**config.mk**
```make
export PLATFORM = sky130hd
export DESIGN_NAME = dly_seq
export DESIGN_NICKNAME = d
export VERILOG_FILES = /design/src/hw/dly_seq_pkg.sv /design/src/hw/dly_seq.sv
export SDC_FILE = /design/constraint.sdc
export NUM_CORES = 1
export LEC_CHECK = 0
export BUFFER_PORTS_ARGS = -buffer_cell sky130_fd_sc_hd__buf_2
export CORE_AREA = 2 2 211 213
export CTS_CLUSTER_DIAMETER = 30
export DETAILED_ROUTE_END_ITERATION = 10
export DIE_AREA = 0 0 213 215
export PLACE_DENSITY = 0.78
export SYNTH_ARGS = -nofsm -noshare
export SYNTH_HDL_FRONTEND = slang
export SYNTH_SLANG_ARGS = --single-unit
```
**constraint.sdc**
```tcl
create_clock -name clock -period 3.5 [get_ports clock]
set_input_delay 0.35 -clock clock [delete_from_list [all_inputs] [get_ports clock]]
set_output_delay 0.35 -clock clock [all_outputs]
set_load 0.02 [all_outputs]
```
**src/hw/dly_seq_pkg.sv**
```systemverilog
// Notes on behaviour
// Two delay modes; only triggerable uses delayed system.
// Run-after-main: main trigger, delay, then acquire.
// Triggerable picks one of three qualification submodes.
// After-time: delay, next delayed event, acquire.
// After-events: count delayed events, then acquire.
// Events-then-time: count events, delay, then acquire.
// Pretrigger sampling runs continuously regardless.
// Capture posttrigger samples, then present record.
// Both systems offer five types, chosen independently.
// One threshold per source, shared by both.
// Slope, polarity, patterns separate per system.
// Run-after-main zone spans the delayed record.
// Triggerable zone runs to main record end.
// Delay time and event count stored separately.
// Edge or pulse triggerable shows two level bars.
// Software configures main and delayed events first.
// After a record, clear counters and rearm.
package dly_seq_pkg;

	// ----------------------------------------------------------------
	// Sizes and register map
	// ----------------------------------------------------------------
	localparam int N_SRC        = 4;
	localparam int SAMP_W       = 8;
	localparam int REC_DEPTH    = 16;
	localparam int IDX_W        = 4;
	localparam logic [31:0] MAIN_REC_END = 32'h0000_0400;

	localparam logic [7:0] OFF_CTRL   = 8'h00;
	localparam logic [7:0] OFF_DELAY  = 8'h04;
	localparam logic [7:0] OFF_EVENTS = 8'h08;
	localparam logic [7:0] OFF_THRESH = 8'h0C;
	localparam logic [7:0] OFF_MCFG   = 8'h10;
	localparam logic [7:0] OFF_DCFG   = 8'h14;
	localparam logic [7:0] OFF_STATUS = 8'h18;
	localparam logic [7:0] OFF_POST   = 8'h1C;
	localparam logic [7:0] OFF_RIDX   = 8'h20;
	localparam logic [7:0] OFF_RDATA  = 8'h24;

	localparam int CTRL_EN    = 0;
	localparam int CTRL_MODE  = 1;
	localparam int CTRL_SUB   = 2;
	localparam int CTRL_MTYPE = 4;
	localparam int CTRL_DTYPE = 7;
	localparam int STAT_DONE  = 0;

	localparam logic [31:0] CTRL_RST   = 32'h0000_0000;
	localparam logic [31:0] DELAY_RST  = 32'h0000_0010;
	localparam logic [15:0] EVENTS_RST = 16'h0001;
	localparam logic [31:0] THRESH_RST = 32'h8080_8080;
	localparam logic [4:0]  POST_RST   = 5'h08;

	typedef enum logic [2:0] {
		TT_EDGE    = 3'h0,
		TT_PULSE   = 3'h1,
		TT_PATTERN = 3'h2,
		TT_STATE   = 3'h3,
		TT_SEQ     = 3'h4
	} trig_type_t;

	localparam logic       MODE_RUN   = 1'h0;
	localparam logic       MODE_TRIG  = 1'h1;
	localparam logic [1:0] SUB_TIME   = 2'h0;
	localparam logic [1:0] SUB_EVENTS = 2'h1;
	localparam logic [1:0] SUB_EVTIME = 2'h2;

	// Per-system settings; thresholds are deliberately not in here.
	typedef struct packed {
		logic [3:0] mask;
		logic [3:0] pattern;
		logic       polarity;
		logic       slope;
		logic [1:0] source;
	} trig_cfg_t;

	typedef enum logic [2:0] {
		ST_IDLE  = 3'h0,
		ST_DELAY = 3'h1,
		ST_COUNT = 3'h2,
		ST_ARMED = 3'h3,
		ST_POST  = 3'h4
	} seq_state_t;

endpackage

```
**src/hw/dly_seq.sv**
```systemverilog
// The implementer's own choices: the strobed register port and the placing of the registers.
module dly_seq (
	input  wire logic                clock,
	input  wire logic                rst_b,
	input  wire logic [31:0]         samples,
	input  wire logic [7:0]          addr,
	input  wire logic [31:0]         wr_data,
	input  wire logic                wr_en,
	input  wire logic                rd_en,
	output logic      [31:0]         rd_data,
	output logic                     acquiring,
	output logic                     record_done,
	output logic      [31:0]         zone_start,
	output logic      [31:0]         zone_end,
	output logic                     main_bar_on,
	output logic                     dly_bar_on,
	output logic      [7:0]          main_bar_level,
	output logic      [7:0]          dly_bar_level
);

	// ----------------------------------------------------------------
	// Registers and state
	// ----------------------------------------------------------------
	logic [31:0]                 ctrl_reg;
	logic [31:0]                 delay_reg;
	logic [15:0]                 events_reg;
	logic [31:0]                 thresh_reg;
	dly_seq_pkg::trig_cfg_t      mcfg_reg;
	dly_seq_pkg::trig_cfg_t      dcfg_reg;
	logic [4:0]                  post_reg;
	logic [3:0]                  ridx_reg;
	logic                        done_reg;
	logic [31:0]                 samp_s1_reg;
	logic [31:0]                 samp_s2_reg;
	logic [3:0]                  lvl_reg;
	logic [3:0]                  prev_reg;
	logic [3:0]                  mem_reg  [dly_seq_pkg::REC_DEPTH];
	logic [3:0]                  disp_reg [dly_seq_pkg::REC_DEPTH];
	logic [3:0]                  wp_reg;
	logic [3:0]                  trig_idx_reg;
	logic [3:0]                  shown_idx_reg;
	logic [31:0]                 tcnt_reg;
	logic [15:0]                 ecnt_reg;
	logic [4:0]                  pcnt_reg;
	dly_seq_pkg::seq_state_t     state_reg;
	dly_seq_pkg::seq_state_t     state_next;
	logic [3:0]                  lvl_next;
	logic                        main_hit;
	logic                        dly_hit;
	logic                        time_up;
	logic                        evts_up;
	logic                        post_up;
	logic                        mode;
	logic [1:0]                  sub;

	assign mode    = ctrl_reg[dly_seq_pkg::CTRL_MODE];
	assign sub     = ctrl_reg[dly_seq_pkg::CTRL_SUB +: 2];
	assign time_up = (tcnt_reg + 32'h1) >= delay_reg;
	assign evts_up = dly_hit && ((ecnt_reg + 16'h1) >= events_reg);
	assign post_up = (pcnt_reg + 5'h1) >= post_reg;

	// ----------------------------------------------------------------
	// Trigger evaluation
	// ----------------------------------------------------------------
	// Shared by both systems; each passes its own type and settings.
	function automatic logic trig_eval(input logic [2:0] ty,
		input dly_seq_pkg::trig_cfg_t c, input logic [3:0] now, input logic [3:0] prv);
		logic s_now;
		logic s_prv;
		logic match;
		logic was;
		s_now = now[c.source];
		s_prv = prv[c.source];
		match = ((now ^ c.pattern) & c.mask) == 4'h0;
		was   = ((prv ^ c.pattern) & c.mask) == 4'h0;
		unique case (ty)
			dly_seq_pkg::TT_EDGE:    trig_eval = (s_now != s_prv) && (s_now == c.slope);
			dly_seq_pkg::TT_PULSE:   trig_eval = (s_prv == c.polarity) && (s_now != c.polarity);
			dly_seq_pkg::TT_PATTERN: trig_eval = match && !was;
			dly_seq_pkg::TT_STATE:   trig_eval = s_now && !s_prv && match;
			dly_seq_pkg::TT_SEQ:     trig_eval = was && (s_now != s_prv) && (s_now == c.slope);
			default:                 trig_eval = 1'b0;
		endcase
	endfunction

	assign main_hit = trig_eval(ctrl_reg[dly_seq_pkg::CTRL_MTYPE +: 3], mcfg_reg,
		lvl_reg, prev_reg);
	assign dly_hit  = trig_eval(ctrl_reg[dly_seq_pkg::CTRL_DTYPE +: 3], dcfg_reg,
		lvl_reg, prev_reg);

	// ----------------------------------------------------------------
	// Input sampling
	// ----------------------------------------------------------------
	always_ff @(posedge clock or negedge rst_b) begin
		if (!rst_b) begin
			samp_s1_reg <= 32'h0;
			samp_s2_reg <= 32'h0;
		end else begin
			samp_s1_reg <= samples;
			samp_s2_reg <= samp_s1_reg;
		end
	end

	// Each source is compared with its single threshold, used by both systems.
	for (genvar i = 0; i < dly_seq_pkg::N_SRC; i++) begin : g_cmp
		assign lvl_next[i] = samp_s2_reg[i*8 +: 8] >= thresh_reg[i*8 +: 8];
	end

	always_ff @(posedge clock or negedge rst_b) begin
		if (!rst_b) begin
			lvl_reg  <= 4'h0;
			prev_reg <= 4'h0;
		end else begin
			lvl_reg  <= lvl_next;
			prev_reg <= lvl_reg;
		end
	end

	// Ring buffer never stops, so the pretrigger part is always full.
	always_ff @(posedge clock or negedge rst_b) begin
		if (!rst_b) begin
			wp_reg <= 4'h0;
			for (int k = 0; k < dly_seq_pkg::REC_DEPTH; k++) mem_reg[k] <= 4'h0;
		end else begin
			wp_reg          <= wp_reg + 4'h1;
			mem_reg[wp_reg] <= lvl_reg;
		end
	end

	// ----------------------------------------------------------------
	// Sequencer
	// ----------------------------------------------------------------
	always_comb begin
		state_next = state_reg;
		unique case (state_reg)
			dly_seq_pkg::ST_IDLE: begin
				if (ctrl_reg[dly_seq_pkg::CTRL_EN] && main_hit) begin
					if (mode == dly_seq_pkg::MODE_RUN || sub == dly_seq_pkg::SUB_TIME) begin
						state_next = dly_seq_pkg::ST_DELAY;
					end else begin
						state_next = dly_seq_pkg::ST_COUNT;
					end
				end
			end
			dly_seq_pkg::ST_DELAY: begin
				if (time_up) begin
					if (mode == dly_seq_pkg::MODE_TRIG && sub == dly_seq_pkg::SUB_TIME) begin
						state_next = dly_seq_pkg::ST_ARMED;
					end else begin
						state_next = dly_seq_pkg::ST_POST;
					end
				end
			end
			dly_seq_pkg::ST_COUNT: begin
				if (evts_up) begin
					if (sub == dly_seq_pkg::SUB_EVTIME) begin
						state_next = dly_seq_pkg::ST_DELAY;
					end else begin
						state_next = dly_seq_pkg::ST_POST;
					end
				end
			end
			dly_seq_pkg::ST_ARMED: begin
				if (dly_hit) begin
					state_next = dly_seq_pkg::ST_POST;
				end
			end
			dly_seq_pkg::ST_POST: begin
				if (post_up) begin
					state_next = dly_seq_pkg::ST_IDLE;
				end
			end
			default: state_next = dly_seq_pkg::ST_IDLE;
		endcase
	end

	always_ff @(posedge clock or negedge rst_b) begin
		if (!rst_b) state_reg <= dly_seq_pkg::ST_IDLE;
		else        state_reg <= state_next;
	end

	always_ff @(posedge clock or negedge rst_b) begin
		if (!rst_b) begin
			tcnt_reg <= 32'h0;
		end else if (state_reg == dly_seq_pkg::ST_DELAY && !time_up) begin
			tcnt_reg <= tcnt_reg + 32'h1;
		end else begin
			tcnt_reg <= 32'h0;
		end
	end

	always_ff @(posedge clock or negedge rst_b) begin
		if (!rst_b) begin
			ecnt_reg <= 16'h0;
		end else if (state_reg == dly_seq_pkg::ST_COUNT) begin
			if (dly_hit) ecnt_reg <= ecnt_reg + 16'h1;
		end else begin
			ecnt_reg <= 16'h0;
		end
	end

	// The trigger point is remembered so software can find it in the record.
	always_ff @(posedge clock or negedge rst_b) begin
		if (!rst_b) begin
			pcnt_reg     <= 5'h0;
			trig_idx_reg <= 4'h0;
		end else if (state_reg == dly_seq_pkg::ST_POST) begin
			pcnt_reg <= pcnt_reg + 5'h1;
		end else begin
			pcnt_reg <= 5'h0;
			if (state_next == dly_seq_pkg::ST_POST) trig_idx_reg <= wp_reg;
		end
	end

	// A finished record is frozen so the live ring may keep running.
	always_ff @(posedge clock or negedge rst_b) begin
		if (!rst_b) begin
			record_done   <= 1'b0;
			shown_idx_reg <= 4'h0;
			for (int k = 0; k < dly_seq_pkg::REC_DEPTH; k++) disp_reg[k] <= 4'h0;
		end else begin
			record_done <= state_reg == dly_seq_pkg::ST_POST && post_up;
			if (state_reg == dly_seq_pkg::ST_POST && post_up) begin
				shown_idx_reg <= trig_idx_reg;
				for (int k = 0; k < dly_seq_pkg::REC_DEPTH; k++) disp_reg[k] <= mem_reg[k];
			end
		end
	end

	always_ff @(posedge clock or negedge rst_b) begin
		if (!rst_b) acquiring <= 1'b0;
		else        acquiring <= state_next == dly_seq_pkg::ST_POST;
	end

	// ----------------------------------------------------------------
	// Display hints
	// ----------------------------------------------------------------
	always_ff @(posedge clock or negedge rst_b) begin
		if (!rst_b) begin
			zone_start <= 32'h0;
			zone_end   <= 32'h0;
		end else begin
			zone_start <= delay_reg;
			if (mode == dly_seq_pkg::MODE_RUN) begin
				zone_end <= delay_reg + 32'(dly_seq_pkg::REC_DEPTH);
			end else begin
				zone_end <= dly_seq_pkg::MAIN_REC_END;
			end
		end
	end

	always_ff @(posedge clock or negedge rst_b) begin
		if (!rst_b) begin
			main_bar_on    <= 1'b0;
			dly_bar_on     <= 1'b0;
			main_bar_level <= 8'h0;
			dly_bar_level  <= 8'h0;
		end else begin
			main_bar_on    <= 1'b1;
			dly_bar_on     <= mode == dly_seq_pkg::MODE_TRIG &&
				ctrl_reg[dly_seq_pkg::CTRL_DTYPE +: 3] <= 3'(dly_seq_pkg::TT_PULSE);
			main_bar_level <= thresh_reg[mcfg_reg.source*8 +: 8];
			dly_bar_level  <= thresh_reg[dcfg_reg.source*8 +: 8];
		end
	end

	// ----------------------------------------------------------------
	// Register port
	// ----------------------------------------------------------------
	always_ff @(posedge clock or negedge rst_b) begin
		if (!rst_b) begin
			ctrl_reg   <= dly_seq_pkg::CTRL_RST;
			delay_reg  <= dly_seq_pkg::DELAY_RST;
			events_reg <= dly_seq_pkg::EVENTS_RST;
			thresh_reg <= dly_seq_pkg::THRESH_RST;
			mcfg_reg   <= '0;
			dcfg_reg   <= '0;
			post_reg   <= dly_seq_pkg::POST_RST;
			ridx_reg   <= 4'h0;
		end else if (wr_en) begin
			unique case (addr)
				dly_seq_pkg::OFF_CTRL:   ctrl_reg   <= wr_data;
				dly_seq_pkg::OFF_DELAY:  delay_reg  <= wr_data;
				dly_seq_pkg::OFF_EVENTS: events_reg <= wr_data[15:0];
				dly_seq_pkg::OFF_THRESH: thresh_reg <= wr_data;
				dly_seq_pkg::OFF_MCFG:   mcfg_reg   <= wr_data[11:0];
				dly_seq_pkg::OFF_DCFG:   dcfg_reg   <= wr_data[11:0];
				dly_seq_pkg::OFF_POST:   post_reg   <= wr_data[4:0];
				dly_seq_pkg::OFF_RIDX:   ridx_reg   <= wr_data[3:0];
				default: ;
			endcase
		end
	end

	// A completion in the clearing cycle wins, so no record goes unseen.
	always_ff @(posedge clock or negedge rst_b) begin
		if (!rst_b) begin
			done_reg <= 1'b0;
		end else if (state_reg == dly_seq_pkg::ST_POST && post_up) begin
			done_reg <= 1'b1;
		end else if (wr_en && addr == dly_seq_pkg::OFF_STATUS &&
			wr_data[dly_seq_pkg::STAT_DONE]) begin
			done_reg <= 1'b0;
		end
	end

	always_ff @(posedge clock or negedge rst_b) begin
		if (!rst_b) begin
			rd_data <= 32'h0;
		end else if (rd_en) begin
			unique case (addr)
				dly_seq_pkg::OFF_CTRL:   rd_data <= ctrl_reg;
				dly_seq_pkg::OFF_DELAY:  rd_data <= delay_reg;
				dly_seq_pkg::OFF_EVENTS: rd_data <= {16'h0, events_reg};
				dly_seq_pkg::OFF_THRESH: rd_data <= thresh_reg;
				dly_seq_pkg::OFF_MCFG:   rd_data <= {20'h0, mcfg_reg};
				dly_seq_pkg::OFF_DCFG:   rd_data <= {20'h0, dcfg_reg};
				dly_seq_pkg::OFF_STATUS: rd_data <= {ecnt_reg, 9'h0, state_reg,
					3'h0, done_reg};
				dly_seq_pkg::OFF_POST:   rd_data <= {27'h0, post_reg};
				dly_seq_pkg::OFF_RIDX:   rd_data <= {28'h0, ridx_reg};
				dly_seq_pkg::OFF_RDATA:  rd_data <= {20'h0, shown_idx_reg, 4'h0,
					disp_reg[ridx_reg]};
				default:                 rd_data <= 32'h0;
			endcase
		end else begin
			rd_data <= 32'h0;
		end
	end
endmodule

```
# After elaboration in Yosys (flattened, before gate mapping)
# Cells that the tools add are included.
dict set report word_totals {
  in_bits 76
  register_bits 530
  wordCells 215
}
dict set report classes {
  reduce_logical 48
  shift 2
  bitwise 12
  n_eq_ne 32
  n_mux 34
  magnitude_cmp 13
  addsub 5
}
# operator count
set ops {}
lappend ops {{one-hot mux 32 bit (10 select lines)} 1}
lappend ops {{2-to-1 mux 32 bit} 3}
lappend ops {{bitwise mux 64 bit} 1}
lappend ops {{indexed part select 32 x 6 -> 8 bit} 2}
lappend ops {{adder 32 x 1 -> 32 bit, second input constant} 1}
lappend ops {{adder 32 x 5 -> 32 bit, second input constant} 1}
lappend ops {{== test 8 x 5 -> 1 bit, second input constant} 4}
lappend ops {{greater-or-equal comparator 32 bit} 1}
lappend ops {{greater-or-equal comparator 8 bit} 4}
lappend ops {{2-to-1 mux 16 bit} 2}
lappend ops {{logical AND 1 bit} 23}
lappend ops {{2-to-1 mux 3 bit} 7}
lappend ops {{== test 3 x 2 -> 1 bit, second input constant} 6}
lappend ops {{AND reduction 2 bit} 9}
lappend ops {{adder 16 x 1 -> 16 bit, second input constant} 1}
lappend ops {{bitwise AND 4 bit} 4}
lappend ops {{binary-select mux 4 bit (select 4 bit)} 1}
lappend ops {{demux 4 bit (select 4 bit)} 1}
lappend ops {{== test 8 x 4 -> 1 bit, second input constant} 2}
lappend ops {{== test 8 x 6 -> 1 bit, second input constant} 2}
lappend ops {{greater-or-equal comparator 16 bit} 1}
lappend ops {{logical NOT 4 bit} 4}
lappend ops {{XOR 4 bit} 4}
lappend ops {{one-hot mux 3 bit (5 select lines)} 1}
lappend ops {{28 further kinds} 60}

# Longest topological paths before layout
# Gate-level depths: netlist of the first run.
dict set report depth {
  word_depth 11
  depth_mapped 16
  ltp_nobuf 16
}

# Worst setup path after synthesis of the first run
# No wires, ideal clock.
dict set report synth_timing {
  path_type {register to register}
  startpoint {register ecnt_reg[0]}
  endpoint {register trig_idx_reg[0]}
  stages_incl_launch_ff 15
  arrival_ns 3.274
  synth_period_minus_slack_ns 3.399
  t_required_ns 3.375
  path_buffers 0
  slack_ns 0.101
  cell_sequence {dfrtp_1 -> and3_1 -> and3_1 -> and3_1 -> and3_1 -> nand3_1 -> xnor2_1 -> ha_1 -> and4_1 -> and3_1 -> a2111oi_0 -> o21bai_1 -> nand4b_1 -> nand2_1 -> mux2_2}
}
dict set report synth_via {
  elab_chain_len 7
}
# item line
set synth_lines {}
lappend synth_lines {{from (decl)} dly_seq.sv:43} ;# logic [15:0] ecnt_reg;
lappend synth_lines {{from (signal assigned)} dly_seq.sv:196} ;# if (dly_hit) ecnt_reg <= ecnt_reg + 16'h1;
lappend synth_lines {{adder 16 x 1 -> 16 bit} dly_seq.sv:59} ;# assign evts_up = dly_hit && ((ecnt_reg + 16'h1) >= events_reg);
lappend synth_lines {{greater-or-equal comparator 16 bit} dly_seq.sv:59}
lappend synth_lines {{logical AND 1 bit} dly_seq.sv:59}
lappend synth_lines {{2-to-1 mux 3 bit} dly_seq.sv:155} ;# if (evts_up) begin
lappend synth_lines {{one-hot mux 3 bit (5 select lines)} dly_seq.sv:135} ;# unique case (state_reg)
lappend synth_lines {{== test 3 bit} dly_seq.sv:211} ;# if (state_next == dly_seq_pkg::ST_POST) trig_idx_reg <= wp_reg;
lappend synth_lines {{AND reduction 2 bit (no line)} -}
lappend synth_lines {{to (signal assigned)} dly_seq.sv:211}
lappend synth_lines {{to (decl)} dly_seq.sv:40} ;# logic [3:0] trig_idx_reg;
# Every way passes these cells.
# A chain may end at the register's enable or synchronous reset.

# Final worst setup path of the first run
dict set report layout_timing {
  startpoint {register ecnt_reg[1]}
  endpoint {register trig_idx_reg[3]}
}
# Same word-level chain as after synthesis.

==> results.yml, run 1 <==
outcome:
  outcome: "finished with violations"
  failed_checks: "setup timing"
cells_and_area:
  antenna_cells: 0
  drive_gt1_share_pct: 37.9
  fillCellCount: 2883
  layout_area_growth_over_synthesis_pct: 28.3
  layoutNonFillerInstCount: 2811
  finish.net_count: 2309
drt:
  route.vias.total: 16300
  postRouteWirelength_mm: 63.5
  detail_route.first_pass.iterations: 7
  drt.antenna.violating_nets: 0
  drt-vias-per-instance: 5.82
  routedWlPerCell_um: 22.6
  drtIter0Drc: 1491
  drc: 0
synth:
  syn-num-nets: 1948
  synthesis.instances: 1777
  cell_area_after_technology_mapping_um2: 23300
  ys_ff_latch: 530
  yosys_warnings: 0
  synth_area_per_cell_um2: 13.1
  synth-main-ff-cell: "dfrtp_1"
  synth_edf_count: 0
  synth_sequential_area_ratio_pct: 57.0
  netlist-cell-type-count: 57
  async_flop_share_pct: 100
worst_setup_path:
  critPathLaunchType: "flip-flop"
  critical_path_required_ps: 4010
  r2r_cell_count: 16
  worstPathArrival_ps: 4120
  setup.worst_path.end_class: "flip-flop"
  crit_type: "reg -> reg"
  path_max_fanout: 4
clocking:
  cts_buffer_depth: 3
  clk_lat_worst_skew_ps: 640
  tritoncts_num_sinks: 530
  tritoncts.num_buffers: 95
  clock-root-buffer: "clkbuf_16"
  cts_tree: "built"
  h_tree_lvl_count: 3
  cts.clk_slew.worst_paths_ps: 50
floorplanning:
  pin_count: 192
  die_w_um: 213
  core_footprint_um2: 43600
  die_h_um: 215
  initial_core_utilization_pct: 53.4
  die_area_um2: 45800
  rows: 77
sta:
  report.final.hold_viol_count: 0
  layout_setup_ws_ps: -108
  rsz0062_at_grt: "true"
  worstMarginPinSlew_ps: 1210
  max-slew-margin-rel_pct: 19.4
  finalCritPeriodShare_pct: 103
  post-route-min-period_ps: 3610
  achievable-frequency_ghz: 0.277
  fin_hold_ws_ps: 20.7
  drv_slew: 0
  finalSetupViolCount: 6
  fin_worst_skew_ps: 19.1
hold_path:
  timing.hold.worst_path_depth: 2
  worst_hold_path_type: "in -> reg"
global_routing:
  grt_max_degree: 103
  grt_pass1_wl_mm: 98.4
  grt_use_total_pct: 28.2
  grt_pass1_vias: 17300
  grt-ovfl-total: 0
  grt_antenna_before_repair: 4
place:
  gp_congestion: 0.915
  detailedPlacementHpwl_mm: 41.1
  pre_cts_ws_ps: -324
  place_inst: 2570
  numPortBuffers: 191
power_and_ir_drop:
  irDropWorstVdd_uv: 483
  pwr_density_cell_nw_per_um2: 624
  p_leak_nw: 14.3
run:
  maxCapViolations: 0
[path summary, 6_finish.rpt]
path / start / end / slack [ps]
worst min-delay path: wr_data[18] / thresh_reg[18]$_DFFE_PN0P_ / 20
worst max-delay path: ecnt_reg[1]$_DFFE_PN0P_ / trig_idx_reg[3]$_DFFE_PN0P_ / -110
worst min register to register: samp_s1_reg[1]$_DFF_PN0_ / samp_s2_reg[1]$_DFF_PN0_ / 340
max in group asynchronous: rst_b / disp_reg[20]$_DFFE_PN0P_ / 2100
min in group asynchronous: rst_b / zone_end[24]$_DFF_PN0_ / 300
worst max register to register: ecnt_reg[1]$_DFFE_PN0P_ / trig_idx_reg[3]$_DFFE_PN0P_ / -110
[area by class of cell]
type / instances / area, um2 / share of cell area, %
Tap cell: 592 / 741 / 2.48
Timing Repair Buffer: 336 / 2280 / 7.65
Inverter: 92 / 345 / 1.16
Clock buffer: 111 / 2540 / 8.50
Sequential cell: 530 / 13300 / 44.4
Clock inverter: 67 / 990 / 3.31
Multi-Input combinational cell: 1083 / 9710 / 32.5
[cells by family (layout without fill, tap and decap cells)]
family                     count (synthesis)  in the layout  synth area share [%]
buffers and inverters                    164            606                  2.69
and+or+nand+nor                          353            353                  7.67
adders and majority gates                 95             95                  5.10
muxes                                    322            322                  17.5
AOI/OAI and AO/OA                        206            206                  6.04
other                                      1              1                0.0161
DFF                                      530            530                  57.0
xor gates and xnor gates                 106            106                  3.99
[routing by layer]
metal	global-route usage (%)	part of all wire, %	vias to the layer above
met3	7.32	9.4	186
met2	44.3	47	811
met1	37.7	39	8270
met4	11.1	3.9	4
met5	0	0.028	-
li1	-	-	7075
[synthesized netlist by cell type, types with 9 or more instances]
cell type | n | area share, %
a21o_1 | 15 | 0.48
a21oi_1 | 52 | 1.1
a222oi_1 | 9 | 0.39
a22oi_1 | 65 | 2.1
a31oi_1 | 11 | 0.30
and3_1 | 36 | 0.97
buf_1 | 18 | 0.29
clkbuf_1 | 51 | 0.82
dfrtp_1 | 523 | 56
ha_1 | 95 | 5.1
inv_1 | 92 | 1.5
mux2_2 | 281 | 14
mux4_2 | 40 | 3.9
nand2_1 | 66 | 1.1
nand2b_1 | 11 | 0.30
nand3_1 | 37 | 0.80
nand3b_1 | 10 | 0.32
nand4_1 | 18 | 0.48
nor2_1 | 99 | 1.6
nor2b_1 | 38 | 1.0
nor3_1 | 9 | 0.19
o21ai_0 | 19 | 0.41
xnor2_1 | 54 | 2.0
xor2_1 | 52 | 2.0
[what timing repair did]
action	4_1_cts	5_1_grt
hold buffers	47	0
gates cloned	0	1
endpoints found under the hold margin	143	0
gates resized for setup	34	34
setup buffers	9	6
pin swaps	21	21
endpoints found under the setup margin	28	39
[cell usage in the layout, fill, tap and decap left out, drive strengths merged, types with 6 or more instances in the layout]
cell and count:
dfstp 7, nand2 66, a31oi 11, nor3 9, clkbuf 112, nand4 18, a22oi 65, and2 6
o21ai 19, bufinv 20, inv 101, xnor2 54, nor2 99, xor2 52, clkinv 26, and3 36
a222oi 9, a21o 15, mux4 40, nand3 37, dfrtp 523, buf 288, clkinvlp 12, dlygate4sd3 47
ha 95, nand2b 11, nor2b 38, a22o 6, nand3b 10, mux2 281, a21oi 52, a221oi 7
[worst max-delay path, cell delays in order (launching register included)]
cell and delay (ps):
dfrtp_1 420, ha_2 210, and3_4 200, and3_4 210
nand3_2 140, inv_1 130, nand3_2 120, xnor2_2 170
ha_1 290, and4_1 200, and3_4 170, a2111oi_4 380
buf_4 190, o21bai_1 70, nand4b_1 170, nand2_4 110
mux2_4 310
[power by group]
group	internal, mW	switching [mW]
Combinational	0.825	0.763
Sequential	6.68	0.388
Clock	6.72	3.26
Total	14.2	4.41
[per-stage QoR]
stage	util (%)	TNS, ps	cell area (um2)	power, mW
2_1_floorplan	-	0	23300	7.91
3_3_place_gp	58.3	-1520	25400	8.50
3_5_place_dp	58.3	-3600	25400	8.59
4_1_cts	67.9	-0.908	29600	18.7
5_1_grt	68.5	-2020	29900	19.2
6_report	68.5	-507	29900	18.6
(Power assumes the default switching activity.)
==> run 2: changes to the inputs <==
clock period = 3 ns   (was 3.5 ns; I/O delays follow)
==> run 2 against run 1 <==
The run still ends with setup timing left. Critical endpoint is now trig_idx_reg[0]$_DFFE_PN0P_. Critical path depth stayed put. Final cell count is 2.3% higher. Wire length is 2.1% higher. Final area is 1.2% higher. Largest power group unchanged. Worst hold slack better by 11 ps. Clock skew is 8.8 ps higher. Flip-flop and latch count stayed put.
==> results.yml, run 2 (synthesis gave the netlist of run 1 again) <==
outcome:
  outcome: "finished with violations"
  failed_checks: "setup timing"
worst_setup_path:
  rr_startpoint: "tcnt_reg[4]$_DFF_PN0_"
  critical_path.max_stage_delay_ps: 390
  crit_type: "reg -> reg"
  worst-r2r-setup-slack_ps: -590
  critPathLaunchType: "flip-flop"
  critical_path_required_ps: 3500
  worstSetupEndpoint: "trig_idx_reg[0]$_DFFE_PN0P_"
  r2r_cell_count: 16
  timing.critical_path.cells: "nand4_1 > nor2_2 > and4_4 > nand3_4 > nor2_4 > xor2_2 > ha_1 > a21oi_2 > o21ai_2 > buf_4 > a41oi_1 > nor4bb_4 > a21oi_4 > nand3b_1 > nand2_2 > mux2_2"
  worstSetupStartpoint: "tcnt_reg[4]$_DFF_PN0_"
  path_max_fanout: 4
  worstReg2RegEnd: "trig_idx_reg[0]$_DFFE_PN0P_"
  crit_path_top_delay_cell: "a41oi_1"
  worstPathArrival_ps: 4090
  setup.worst_path.end_class: "flip-flop"
cells_and_area:
  drive_gt1_share_pct: 38.9
  finish.net_count: 2376
  layout.cells.most_common_list: "dfrtp_1, mux2_2, buf_2"
  layout_area_growth_over_synthesis_pct: 29.9
  layoutNonFillerInstCount: 2877
  mostFrequentLayoutCell: "dfrtp_1"
sta:
  post-route-min-period_ps: 3590
  fin_hold_ws_ps: 31.4
  layout_setup_ws_ps: -591
  drv_slew: 0
  worstMarginPinSlew_ps: 892
  finalSetupViolCount: 40
  finalCritPeriodShare_pct: 120
  achievable-frequency_ghz: 0.278
  report.final.hold_viol_count: 0
  fin_worst_skew_ps: 27.9
  rsz0062_at_grt: "true"
  max-slew-margin-rel_pct: 40.6
place:
  detailedPlacementHpwl_mm: 43.1
  place_inst: 2630
  numPortBuffers: 191
  gp_congestion: 0.924
floorplanning:
  pin_count: 192
  die_area_um2: 45800
  die_h_um: 215
  core_footprint_um2: 43600
  initial_core_utilization_pct: 53.4
  rows: 77
  die_w_um: 213
clocking:
  clk_lat_worst_skew_ps: 630
  clock-root-buffer: "clkbuf_16"
  cts.clk_slew.worst_paths_ps: 50
  cts_buffer_depth: 3
  tritoncts.num_buffers: 96
  tritoncts_num_sinks: 530
  h_tree_lvl_count: 3
  cts_tree: "built"
drt:
  routedWlPerCell_um: 22.5
  drt-vias-per-instance: 5.79
  detail_route.first_pass.iterations: 6
  postRouteWirelength_mm: 64.8
  drc: 0
  route.vias.total: 16600
  drt.antenna.violating_nets: 0
  drtIter0Drc: 1407
global_routing:
  grt_pass1_wl_mm: 100
  grt_use_total_pct: 28.9
  grt_pass1_vias: 17400
  grt_max_degree: 82
  grt_antenna_before_repair: 4
  grt-ovfl-total: 0
power_and_ir_drop:
  p_leak_nw: 14.6
  pwr_density_cell_nw_per_um2: 709
  irDropWorstVdd_uv: 535
hold_path:
  worst_hold_path_type: "in -> reg"
run:
  maxCapViolations: 0
[run 2: cell count changes in the layout (fill, tap and decap cells not counted), sizes merged]
cell         delta
bufinv          -6
dlygate4sd3     +6
clkinv          -5
diode           +1
clkinvlp        +2
inv            +10
buf            +59
clkbuf          -1
[run 2: final cells by class]
| type | count | area (um2) |
|---|---|---|
| Antenna cell | 1 | 2.50 |
| Clock buffer | 109 | 2540 |
| Clock inverter | 68 | 863 |
| Fill cell | 2887 | 13400 |
| Inverter | 92 | 345 |
| Multi-Input combinational cell | 1083 | 9620 |
| Sequential cell | 530 | 13300 |
| Tap cell | 592 | 741 |
| Timing Repair Buffer | 402 | 2850 |
[run 2: layer usage]
layer | share of wire, % | vias up | track usage, %
met5 | 0.035 | - | 0
met4 | 3.8 | 4 | 12.0
met3 | 9.0 | 183 | 7.16
met2 | 47 | 815 | 44.8
met1 | 40 | 8456 | 38.9
li1 | - | 7190 | -
[run 2: power breakdown]
group / leakage (nW) / switching (mW) / total, mW / internal [mW]
clock network: 1.64 / 3.86 / 11.2 / 7.38
logic: 5.98 / 0.958 / 1.97 / 1.01
registers: 6.94 / 0.432 / 8.23 / 7.80
[run 2: what timing repair did]
item / 4_1_cts / 5_1_grt
gates cloned: 1 / 2
endpoints found under the setup margin: 40 / 48
pin swaps: 24 / 14
gates resized for setup: 32 / 14
hold endpoints to repair: 157 / 0
buffers inserted: 7 / 7
hold buffers: 53 / 0
[run 2: worst min path at each step]
stage	from	end	slack [ps]	depth (start not counted)
3_5_place_dp	samp_s1_reg[10]$_DFF_PN0_	samp_s2_reg[10]$_DFF_PN0_	330	0
6_report	wr_data[11]	events_reg[11]$_DFFE_PN0P_	30	2
5_1_grt	wr_data[10]	dcfg_reg[10]$_DFFE_PN0P_	20	2
3_3_place_gp	rst_b	tcnt_reg[22]$_DFF_PN0_	330	1
2_1_floorplan	rst_b	acquiring$_DFF_PN0_	4	0
4_1_cts	wr_data[10]	dcfg_reg[10]$_DFFE_PN0P_	0.5	2
[run 2: through the flow]
stage	TNS, ps	area (um2)	utilization (%)	worst slack [ps]	total power, mW
2_1_floorplan	-677	23300	-	-161	9.25
3_3_place_gp	-17330	26000	59.5	-565	9.97
3_5_place_dp	-20150	26000	59.5	-624	10.1
4_1_cts	-9760	30100	68.9	-435	21.5
5_1_grt	-25280	30200	69.3	-709	22.1
6_report	-20100	30200	69.3	-591	21.4
[run 2: worst max-delay path: cells and delay by family, from the launching register on]
family | cells | cell delay (ps)
simple gates | 8 | 1350
compound gates | 4 | 860
flops | 1 | 350
mux | 1 | 300
fa+ha+maj | 1 | 290
xor+xnor | 1 | 180
buf+inv | 1 | 140
